<file path="src/verilog/can_filter_defines.svh">
`ifndef CAN_FILTER_DEFINES_SVH
`define CAN_FILTER_DEFINES_SVH

// filter count and bus geometry
`define NUM_FILTERS 16
`define ADDR_W 8
`define LANE_W 8
`define LANES_PER_WORD 4
`define FIFO_IDX_W 5
`define FILT_IDX_W 4
`define COUNT_W 16

// address map, byte addresses, one word per register
`define CTRL_PAGE 4'h0
`define IDENT_PAGE 2'h1
`define STATUS_ADDR 8'h80

// control lane layout
`define ON_BIT 7

// identifier word layout
`define STD_HI 31
`define STD_LO 21
`define XSEL_BIT 19
`define EXT_HI 17
`define EXT_LO 0

// mask word layout: {standard bits, extended bits}
`define MASK_STD_HI 28
`define MASK_STD_LO 18
`define MASK_EXT_HI 17
`define MASK_EXT_LO 0

// highest fifo code that is not reserved
`define FIFO_LAST 5'h0F

`endif

</file>
<file path="src/verilog/can_filter_pkg.sv">
`default_nettype none
`include "can_filter_defines.svh"
package can_filter_pkg;

  // one control byte lane: enable on top, mask choice, fifo target below
  typedef struct packed {
    logic filter_on;
    logic [1:0] mask_choice;
    logic [4:0] fifo_target;
  } filter_cfg_s;

  typedef struct packed {
    logic [10:0] standard_ident;
    logic extended_frame_select;
    logic [17:0] extended_ident;
  } filter_ident_s;

  typedef logic [28:0] mask_t;
  typedef mask_t [3:0] mask_set_t;

endpackage
`default_nettype wire

</file>
<file path="src/verilog/can_acceptance_filter_config.sv">
// Function
// [RULE1] a filter takes part in acceptance only while its enable bit is set
// [RULE2] two-bit mask choice picks acceptance mask 0 to 3
// [RULE3] five-bit fifo target picks fifo 0 to 15; codes 16 to 31 reserved
// [RULE4] enable, mask and fifo settings change only while filter disabled; here the enable bit can still be written while enabled
// [RULE5] control word: one filter per byte lane, enable, mask, fifo from top
// [RULE6] identifier word: standard id 31-21, frame select 19 (reset 0), extended id 17-0
// [RULE7] standard id bits must equal filter bits where the mask compares
// [RULE8] frame select 1 matches extended frames only, 0 standard only
// [RULE9] extended frames: extended id bits must match under the mask
// [RULE10] identifier word written only while its filter is disabled
// [RULE11] writes to locked fields of an enabled filter are ignored
//
// Chosen here: the register addresses and the strobed register port.
`timescale 1ns/1ns
`default_nettype none
`include "can_filter_defines.svh"
module can_acceptance_filter_config (
  input wire logic mclk, // 125 MHz clock
  input wire logic rst_n, // asynchronous reset, active low
  input wire logic [`ADDR_W-1:0] addr, // register byte address
  input wire logic [31:0] wr_data, // write data
  input wire logic wr_en, // write strobe
  input wire logic rd_en, // read strobe
  output logic [31:0] rd_data, // read data, cycle after rd_en
  input wire can_filter_pkg::mask_set_t masks, // acceptance masks, 1 = compare
  input wire logic rx_valid, // received identifier present
  input wire logic rx_ide, // received frame is extended
  input wire logic [10:0] rx_standard_ident, // received standard id
  input wire logic [17:0] rx_extended_ident, // received extended id
  output logic match_valid, // pulse, one cycle after rx_valid
  output logic match_hit, // some filter accepted
  output logic [3:0] match_filter, // accepting filter number
  output logic [4:0] match_fifo // destination fifo
);
  import can_filter_pkg::*;

  typedef struct packed {
    filter_cfg_s [`NUM_FILTERS-1:0] cfg;
    filter_ident_s [`NUM_FILTERS-1:0] ident;
    logic [31:0] rd_data;
    logic match_valid;
    logic match_hit;
    logic [`FILT_IDX_W-1:0] match_filter;
    logic [`FIFO_IDX_W-1:0] match_fifo;
    logic [`COUNT_W-1:0] accept_count;
  } state_s;

  state_s st_reg;
  state_s st_next;

  logic ctrl_sel;
  logic ident_sel;
  logic status_sel;
  logic [1:0] ctrl_word;
  logic [3:0] ident_idx;
  logic [`NUM_FILTERS-1:0] hit_vec;
  logic [`NUM_FILTERS-1:0] on_vec;
  logic [`NUM_FILTERS-1:0] xsel_vec;
  logic any_hit;
  logic [`FILT_IDX_W-1:0] pick_idx;

  ////////////////////////////////////////////////////////////////////////
  // address decode; the two low address bits are ignored

  assign ctrl_sel = (addr[7:4] == `CTRL_PAGE);
  assign ident_sel = (addr[7:6] == `IDENT_PAGE);
  assign status_sel = ({addr[7:2], 2'b00} == `STATUS_ADDR);
  assign ctrl_word = addr[3:2];
  assign ident_idx = addr[5:2];

  ////////////////////////////////////////////////////////////////////////
  // one comparator per filter, lowest number wins

  for (genvar g = 0; g < `NUM_FILTERS; g++) begin : g_filt
    filter_compare u_cmp (
      .filter_on(st_reg.cfg[g].filter_on),
      .mask_choice(st_reg.cfg[g].mask_choice),
      .fifo_target(st_reg.cfg[g].fifo_target),
      .standard_ident(st_reg.ident[g].standard_ident),
      .extended_frame_select(st_reg.ident[g].extended_frame_select),
      .extended_ident(st_reg.ident[g].extended_ident),
      .masks(masks),
      .rx_ide(rx_ide),
      .rx_standard_ident(rx_standard_ident),
      .rx_extended_ident(rx_extended_ident),
      .hit(hit_vec[g])
    );
    assign on_vec[g] = st_reg.cfg[g].filter_on;
    assign xsel_vec[g] = st_reg.ident[g].extended_frame_select;
  end

  first_hit_picker #(
    .N(`NUM_FILTERS),
    .W(`FILT_IDX_W)
  ) u_pick (
    .hits(hit_vec),
    .found(any_hit),
    .index(pick_idx)
  );

  ////////////////////////////////////////////////////////////////////////
  // next state

  always_comb begin
    logic [`LANE_W-1:0] lane;
    st_next = st_reg;
    lane = '0;
    st_next.rd_data = '0;
    if (wr_en && ctrl_sel) begin
      for (int f = 0; f < `NUM_FILTERS; f++) begin
        if (f / `LANES_PER_WORD == int'(ctrl_word)) begin
          lane = wr_data[(f % `LANES_PER_WORD) * `LANE_W +: `LANE_W]; // [RULE5]
          if (!st_reg.cfg[f].filter_on) begin
            st_next.cfg[f] = filter_cfg_s'(lane); // [RULE4]
          end else begin
            // only the enable may move, so software can still switch it off
            st_next.cfg[f].filter_on = lane[`ON_BIT]; // [RULE11]
          end
        end
      end
    end
    if (wr_en && ident_sel && !st_reg.cfg[ident_idx].filter_on) begin // [RULE10]
      st_next.ident[ident_idx].standard_ident = wr_data[`STD_HI:`STD_LO]; // [RULE6]
      st_next.ident[ident_idx].extended_frame_select = wr_data[`XSEL_BIT];
      st_next.ident[ident_idx].extended_ident = wr_data[`EXT_HI:`EXT_LO];
    end
    if (rd_en) begin
      if (ctrl_sel) begin
        st_next.rd_data = st_reg.cfg[ctrl_word * `LANES_PER_WORD +: `LANES_PER_WORD];
      end else if (ident_sel) begin
        // unimplemented bits 20 and 18 read as zero
        st_next.rd_data = {st_reg.ident[ident_idx].standard_ident, 1'b0, // [RULE6]
                           st_reg.ident[ident_idx].extended_frame_select, 1'b0,
                           st_reg.ident[ident_idx].extended_ident};
      end else if (status_sel) begin
        st_next.rd_data = {st_reg.accept_count, 3'h0, st_reg.match_hit,
                           st_reg.match_filter, 3'h0, st_reg.match_fifo};
      end
    end
    st_next.match_valid = rx_valid;
    if (rx_valid) begin
      st_next.match_hit = any_hit; // [RULE1]
      st_next.match_filter = any_hit ? pick_idx : '0;
      st_next.match_fifo = any_hit ? st_reg.cfg[pick_idx].fifo_target : '0; // [RULE3]
      if (any_hit) begin
        st_next.accept_count = st_reg.accept_count + `COUNT_W'(1);
      end
    end
  end

  // identifier fields have no defined power-up value; they clear to zero here
  always_ff @(posedge mclk or negedge rst_n) begin
    if (!rst_n) begin
      st_reg <= '0;
    end else begin
      st_reg <= st_next;
    end
  end

  assign rd_data = st_reg.rd_data;
  assign match_valid = st_reg.match_valid;
  assign match_hit = st_reg.match_hit;
  assign match_filter = st_reg.match_filter;
  assign match_fifo = st_reg.match_fifo;

  logic [28:0] mask0;
  assign mask0 = masks[st_reg.cfg[0].mask_choice];
endmodule
`default_nettype wire

</file>
<file path="src/verilog/filter_compare.sv">
`timescale 1ns/1ns
`default_nettype none
`include "can_filter_defines.svh"
module filter_compare (
  input wire logic filter_on, // filter enabled
  input wire logic [1:0] mask_choice, // selects one of four masks
  input wire logic [4:0] fifo_target, // destination fifo code
  input wire logic [10:0] standard_ident, // filter standard id
  input wire logic extended_frame_select, // 1 = extended frames only
  input wire logic [17:0] extended_ident, // filter extended id
  input wire can_filter_pkg::mask_set_t masks, // acceptance masks, 1 = compare
  input wire logic rx_ide, // received frame is extended
  input wire logic [10:0] rx_standard_ident, // received standard id
  input wire logic [17:0] rx_extended_ident, // received extended id
  output logic hit // filter accepts the message
);
  import can_filter_pkg::*;

  mask_t sel_mask;
  logic std_ok;
  logic ext_ok;

  always_comb begin
    sel_mask = masks[mask_choice]; // [RULE2]
    std_ok = ((rx_standard_ident ^ standard_ident)
             & sel_mask[`MASK_STD_HI:`MASK_STD_LO]) == '0; // [RULE7]
    ext_ok = !rx_ide || (((rx_extended_ident ^ extended_ident)
             & sel_mask[`MASK_EXT_HI:`MASK_EXT_LO]) == '0); // [RULE9]
    // a reserved fifo code has nowhere to store the message, so it never hits
    hit = filter_on // [RULE1]
          && (fifo_target <= `FIFO_LAST) // [RULE3]
          && (extended_frame_select == rx_ide) // [RULE8]
          && std_ok && ext_ok;
  end

endmodule
`default_nettype wire

</file>
<file path="src/verilog/first_hit_picker.sv">
`timescale 1ns/1ns
`default_nettype none
module first_hit_picker #(
  parameter int N = 16, // number of candidates
  parameter int W = 4 // index width
) (
  input wire logic [N-1:0] hits, // one bit per candidate
  output logic found, // any bit set
  output logic [W-1:0] index // lowest set bit
);

  // lowest number wins so that priority is fixed and needs no state
  always_comb begin
    found = |hits;
    index = '0;
    for (int i = N - 1; i >= 0; i--) begin
      if (hits[i]) begin
        index = W'(i);
      end
    end
  end

endmodule
`default_nettype wire
</file>
<file path="config.mk">
export PLATFORM = sky130hd
export DESIGN_NAME = can_acceptance_filter_config
export DESIGN_NICKNAME = d
export VERILOG_FILES = /design/src/verilog/can_filter_pkg.sv /design/src/verilog/can_acceptance_filter_config.sv /design/src/verilog/filter_compare.sv /design/src/verilog/first_hit_picker.sv
export VERILOG_INCLUDE_DIRS = /design/src /design/src/verilog
export SDC_FILE = /design/constraint.sdc
export NUM_CORES = 2
export LEC_CHECK = 0
export BUFFER_PORTS_ARGS = -buffer_cell sky130_fd_sc_hd__buf_2
export CORE_MARGIN = 2
export CORE_UTILIZATION = 50
export DETAILED_ROUTE_END_ITERATION = 8
export PLACE_DENSITY = 0.67
export SLEW_MARGIN = 40
export SYNTH_ARGS = -nofsm -noshare
export SYNTH_HDL_FRONTEND = slang
export SYNTH_SLANG_ARGS = --single-unit
</file>
<file path="constraint.sdc">
create_clock -name mclk -period 3.75 [get_ports mclk]
set_input_delay 0.5625 -clock mclk [delete_from_list [all_inputs] [get_ports mclk]]
set_output_delay 0.5625 -clock mclk [all_outputs]
set_load 0.01 [all_outputs]
</file>
# After elaboration in Yosys (flattened, before gate mapping)
# Index checks and enable logic that the tools add are counted.
[op_classes]
addsub = 1
order_cmp = 35
eq_ne = 21
shift = 8
muxes = 69
bitwise_logic = 80
n_reduce_logical = 142
[ops]
columns = ["op", "count"]
rows = [
  ["bitwise mux 480 bit", 3],
  ["binary-select mux 29 bit (select 2 bit)", 16],
  ["two-way mux 29 bit", 16],
  ["demux 30 bit (select 4 bit)", 3],
  ["AND 18 bit", 16],
  ["logical NOT 18 bit", 16],
  ["XOR 18 bit", 16],
  ["AND 11 bit", 16],
  ["logical NOT 11 bit", 16],
  ["XOR 11 bit", 16],
  ["two-way mux 32 bit", 4],
  ["variable part select 16 x 5 -> 4 bit", 8],
  ["binary-select mux 30 bit (select 4 bit)", 1],
  ["<= comparator 5 x 4 -> 1 bit, second input constant", 16],
  ["logical AND 1 bit", 68],
  ["two-way mux 4 bit", 17],
  ["binary-select mux 8 bit (select 4 bit)", 2],
  ["two-way mux 30 bit", 2],
  ["less-than comparator 2 x 3 -> 1 bit, second input constant", 16],
  ["AND reduction 3 bit", 16],
  ["two-way mux 19 bit", 1],
  ["two-way mux 18 bit", 1],
  ["adder 16 x 1 -> 16 bit, second input constant", 1],
  ["== test 1 bit", 16],
  ["15 further kinds", 53],
]
[word_totals]
regBits = 667
input_bits = 191
output_inout_bits = 43
word_cells = 458

# Logic depth before layout (Yosys ltp)
[logic_depth]
depth_word = 25
ltp_mapped = 15
mapped_depth_nobuf = 12

# Modules after synthesis
# A second synthesis with hierarchy kept.
[hier_totals]
hier_cells = 3527
area_unflattened_um2 = 49592.6
[modules_own_cells]
columns = ["module", "n_inst", "cells_per_inst", "area_per_inst_um2", "seq_area_each_um2"]
rows = [
  ["can_acceptance_filter_config", 1, 2133, 30918.4, 16691.0],
  ["filter_compare", 16, 85, 1156.1, 0.0],
  ["first_hit_picker", 1, 34, 176.4, 0.0],
]

# Worst setup path after synthesis
# OpenSTA, ideal clock, no wires.
[synth_path]
path_type = "input port to flip-flop"
startpoint = "input port rx_standard_ident[7]"
endpoint = "register st_reg (netlist bit match_fifo[2])"
setup_ns = 0.124
t_arrival_ns = 3.250
required_ns = 3.626
slack_ns = 0.376
path_stages = 14
path_buffers = 3
path_cell_list = "buf_2 > buf_1 > xor2_1 > a22oi_1 > nand2_1 > nor4_1 > a22oi_1 > a221o_1 > o21ai_2 > buf_4 > mux2i_1 > o221ai_1 > a21oi_1 > nand2_1"
[synth_between]
elab_chain_len = 24
word_cells_on_any_way = 100
cone_classes = "mux: 19; bitwise: 32; reduce/logical: 49"
[synth_rtl]
columns = ["element", "line_no", "rtl"]
rows = [
  ["start: declaration", "can_acceptance_filter_config.sv:29", "input wire logic [10:0] rx_standard_ident,"],
  ["XOR 11 bit", "filter_compare.sv:25", "std_ok = ((rx_standard_ident ^ standard_ident)"],
  ["AND 11 bit", "filter_compare.sv:25", ""],
  ["logical NOT 11 bit", "filter_compare.sv:25", ""],
  ["logical AND 1 bit (2 in a row)", "filter_compare.sv:30", "hit = filter_on"],
  ["two-way mux 4 bit (16 in a row)", "first_hit_picker.sv:17", "if (hits[i]) begin"],
  ["binary-select mux 8 bit (select 4 bit)", "can_acceptance_filter_config.sv:145", "st_next.match_fifo = any_hit ? st_reg.cfg[pick_idx].fifo_target : '0;"],
  ["two-way mux 5 bit (not written as such)", "can_acceptance_filter_config.sv:145", ""],
  ["two-way mux 5 bit *", "can_acceptance_filter_config.sv:145", ""],
  ["end signal: assignment", "can_acceptance_filter_config.sv:157", "st_reg <= st_next;"],
  ["end: declaration", "can_acceptance_filter_config.sv:49", "state_s st_reg;"],
]
# Every way passes the cells marked *; elsewhere a longest branch is shown, timed or not. The select of a mux whose other input is x is not followed.
# A chain may end at the register's enable or synchronous reset.

# Worst setup path in the final report
[layout_path]
startpoint = "register st_reg[640] (netlist bit)"
endpoint = "register st_reg[13] (netlist bit)"
[layout_between]
elab_chain_len = 8
word_cells_on_any_way = 11
cone_classes = "mux: 2; bitwise: 2; reduce/logical: 7"
[layout_rtl]
columns = ["element", "line_no", "rtl"]
rows = [
  ["binary-select mux 29 bit (select 2 bit) *", "filter_compare.sv:24", "sel_mask = masks[mask_choice];"],
  ["two-way mux 29 bit (not written as such) *", "filter_compare.sv:24", ""],
  ["AND 18 bit / AND 11 bit (equally long branches)", "filter_compare.sv:27, filter_compare.sv:25", ""],
  ["logical NOT 18 bit / logical NOT 11 bit (equally long branches)", "filter_compare.sv:27, filter_compare.sv:25", ""],
  ["logical OR 1 bit / logical AND 1 bit (equally long branches)", "filter_compare.sv:27, filter_compare.sv:30", ""],
  ["logical AND 1 bit *", "filter_compare.sv:30", ""],
  ["OR reduction 16 bit *", "first_hit_picker.sv:14", "found = |hits;"],
  ["AND reduction 2 bit (no source line) *", "--", ""],
]
# Marked as above.

==> reports/metrics.cfg <==
[grt]
grt_start_max_net_pins = 92
antenna_found_initial = 33
grt_usage = 0.456
grt_pass1_vias = 39500
grt_overflow_total = 0
grt_pass1_wl_um = 321000

[timing]
setup_viol = 23
setup_ws_ps = -430
final.period_utilization = 1.11
tns_ps = -6710
relSlewSlack = 0.362
period_minus_slack_ps = 4180
fmax_mhz = 239
hold-worst-slack_ps = 133
worst_pin_slew_ps = 957
rsz0062_at_grt = yes
finalClockSkew_ps = 50.6
hold_viol_final = 0
slew_violations = 0

[layout]
drive_gt1_frac = 0.597
syn2layout_area_growth_pct = 22.8
largest_reg_flops = 608
final_area_um2 = 60300
final_cells = 5496
final_nets = 4346

[detailed_routing]
viasPerCell = 7.41
antenna_left = 0
dr.pass1.iters = 8
drtIter0Drc = 7047
dr_total_vias = 40700
wl_per_cell_um = 42.1
route.detailed.drc = 0
wl_um = 231000

[cts]
cts_tree = built
numCtsBuffers = 78
ctsHtreeMaxLevel = 3
cts_num_sinks = 667
cts_root_buf = clkbuf_16
cts_buffer_depth = 3
clk_latency_ps = 690
clk_pin_slew_ps = 60

[setup_path]
startpoint_type = flop
reg2reg_from = st_reg[640]
endpoint = st_reg[13]
timing.rr.end = st_reg[13]
arrival_ps = 4730
crit_fanout = 6
reg2reg_slack_ps = -430
end_kind = flop
critPathRequiredTime_ps = 4300
crit_start = st_reg[640]
worst_r2r_path_depth = 15
crit_type = flop to flop

[die]
initial_utilization = 0.506
num_rows = 114
fp.dieH_um = 317
fp.dieW_um = 317
core-area_um2 = 97000
pin_count = 234
fp.dieArea_um2 = 101000

[flow_run]
cap_violations = 0

[placement]
portBuffers = 231
postPlaceCellArea_um2 = 57200
dp.cells = 5331
hpwlAfterDp_um = 174000
routabilityCongestion = 1.16
place_ws_ps = -657

[synth]
avgSynthCellArea_um2 = 13.9
synth_cell_types = 58
syn_nets = 3724
synth.yosys.seq_area_share = 0.340
synthesis.area_um2 = 49100
ys_async_sr_fraction = 1.00
yosys_warnings = 0
synth_cells = 3532
synth_edf_count = 0
synthFlopType = dfrtp_1
synth-seq-cells = 667

[worst_hold_path]
hold_class = input pin to flop
whs_path_depth = 1

[pwr]
p_leak_nw = 26.4
cellPowerDensity_nw_per_um2 = 452
ir_drop_mv = 0.391

[run_status]
outcome = finished with violations
violations = negative setup slack

==> worst max-delay path: stages (launching register included) <==
cell and delay (ps):
dfrtp_2 510, buf_12 190, mux4_2 590, a22o_1 260
a221oi_4 360, nand4_1 210, buf_6 190, a2111oi_4 300
buf_4 170, nand4b_1 250, or2_4 200, o21ai_4 80
nor3_4 180, and3_4 270, nand4_1 130, xnor2_1 150
==> timing repair <==
action	CTS	global route
hold buffers	1	0
gates cloned	1	0
endpoints found under the setup margin	21	23
endpoints found under the hold margin	54	0
gates resized for setup	51	20
buffers inserted	11	8
pin swaps	25	14
==> power by group <==
part           total, W  leakage [nW]  internal, W  switching [W]
Clock           0.00794          1.25      0.00460        0.00333
Sequential      0.00909          8.86      0.00810       0.000986
Combinational    0.0102          16.2      0.00479        0.00542
Total            0.0272          26.4       0.0175        0.00974
==> cell type report <==
cell class,count,area (um^2)
fillers,7368,36700
multi-input cells,2352,30600
flip-flops and latches,667,16700
repair buffers,1039,8760
clock buffers,114,2220
well taps,1276,1600
clock inverters,22,379
inverters,16,62.6
diodes,10,25.0
==> synthesized netlist by cell type (all sizes together) (23+ instances only) <==
| cell type | count | area [um^2] |
|---|---|---|
| mux2i | 42 | 420 |
| mux2 | 609 | 6860 |
| dfrtp | 667 | 16700 |
| nand2 | 64 | 240 |
| a222oi | 24 | 240 |
| buf | 219 | 1170 |
| nor2b | 37 | 231 |
| clkbuf | 278 | 1040 |
| nand3 | 28 | 155 |
| a22o | 23 | 201 |
| xor2 | 474 | 4150 |
| a22oi | 205 | 1540 |
| nand4 | 27 | 169 |
| mux4 | 652 | 14700 |
==> placed cells by master, fill, tap and decap left out, types with 8 or more instances in the layout <==
cell type  count
clkbuf_1      23
nand3_1       24
clkbuf_8      13
a222oi_1      24
mux2i_1       38
mux2_2       609
a22o_1        23
xor2_1       474
inv_1         15
buf_6         11
nor2b_1       35
diode_2       10
a22oi_2       12
nor2_4        13
or2_2         10
o31ai_1        8
buf_2        227
clkbuf_16     78
dfrtp_2       20
buf_4        680
buf_12       113
mux4_2       652
a221oi_1      10
nand2_1       60
a22oi_1      193
nand4_1       27
dfrtp_1      647
xnor2_1       20
==> metal layers <==
layer	global-route usage	up-vias	wire [um]
li1	-	15000	-
met1	0.603	21100	83000
met4	0.223	32	14800
met5	0.00426	-	290
met3	0.231	849	40400
met2	0.618	3687	92900
==> through the flow <==
step                total power, W  utilization
CTS                         0.0267        0.620
detailed placement          0.0187        0.589
global route                0.0277        0.622
floorplan                   0.0140            -
global placement            0.0186        0.589
finish                      0.0272        0.622
==> worst min path at each step <==
stage,start,endpoint
finish,rx_valid,match_valid
global route,rx_valid,match_valid
CTS,rx_valid,match_valid
detailed placement,st_reg[10],st_reg[10]
global placement,st_reg[4],st_reg[4]
floorplan,rst_n,match_fifo[0]
==> cell families (layout without fill, tap and decap cells) <==
| group | count (synthesis) | count (layout) | share of synthesized area |
|---|---|---|---|
| xor+xnor | 495 | 495 | 0.0883 |
| compound gates | 313 | 313 | 0.0514 |
| flops | 667 | 667 | 0.340 |
| simple gates | 240 | 240 | 0.0270 |
| fa+ha+maj | 1 | 1 | 0.000255 |
| mux | 1303 | 1303 | 0.447 |
| other cells | 0 | 10 | 0 |
| buf+inv | 513 | 1191 | 0.0462 |
Power figures use the tool's default switching activity.
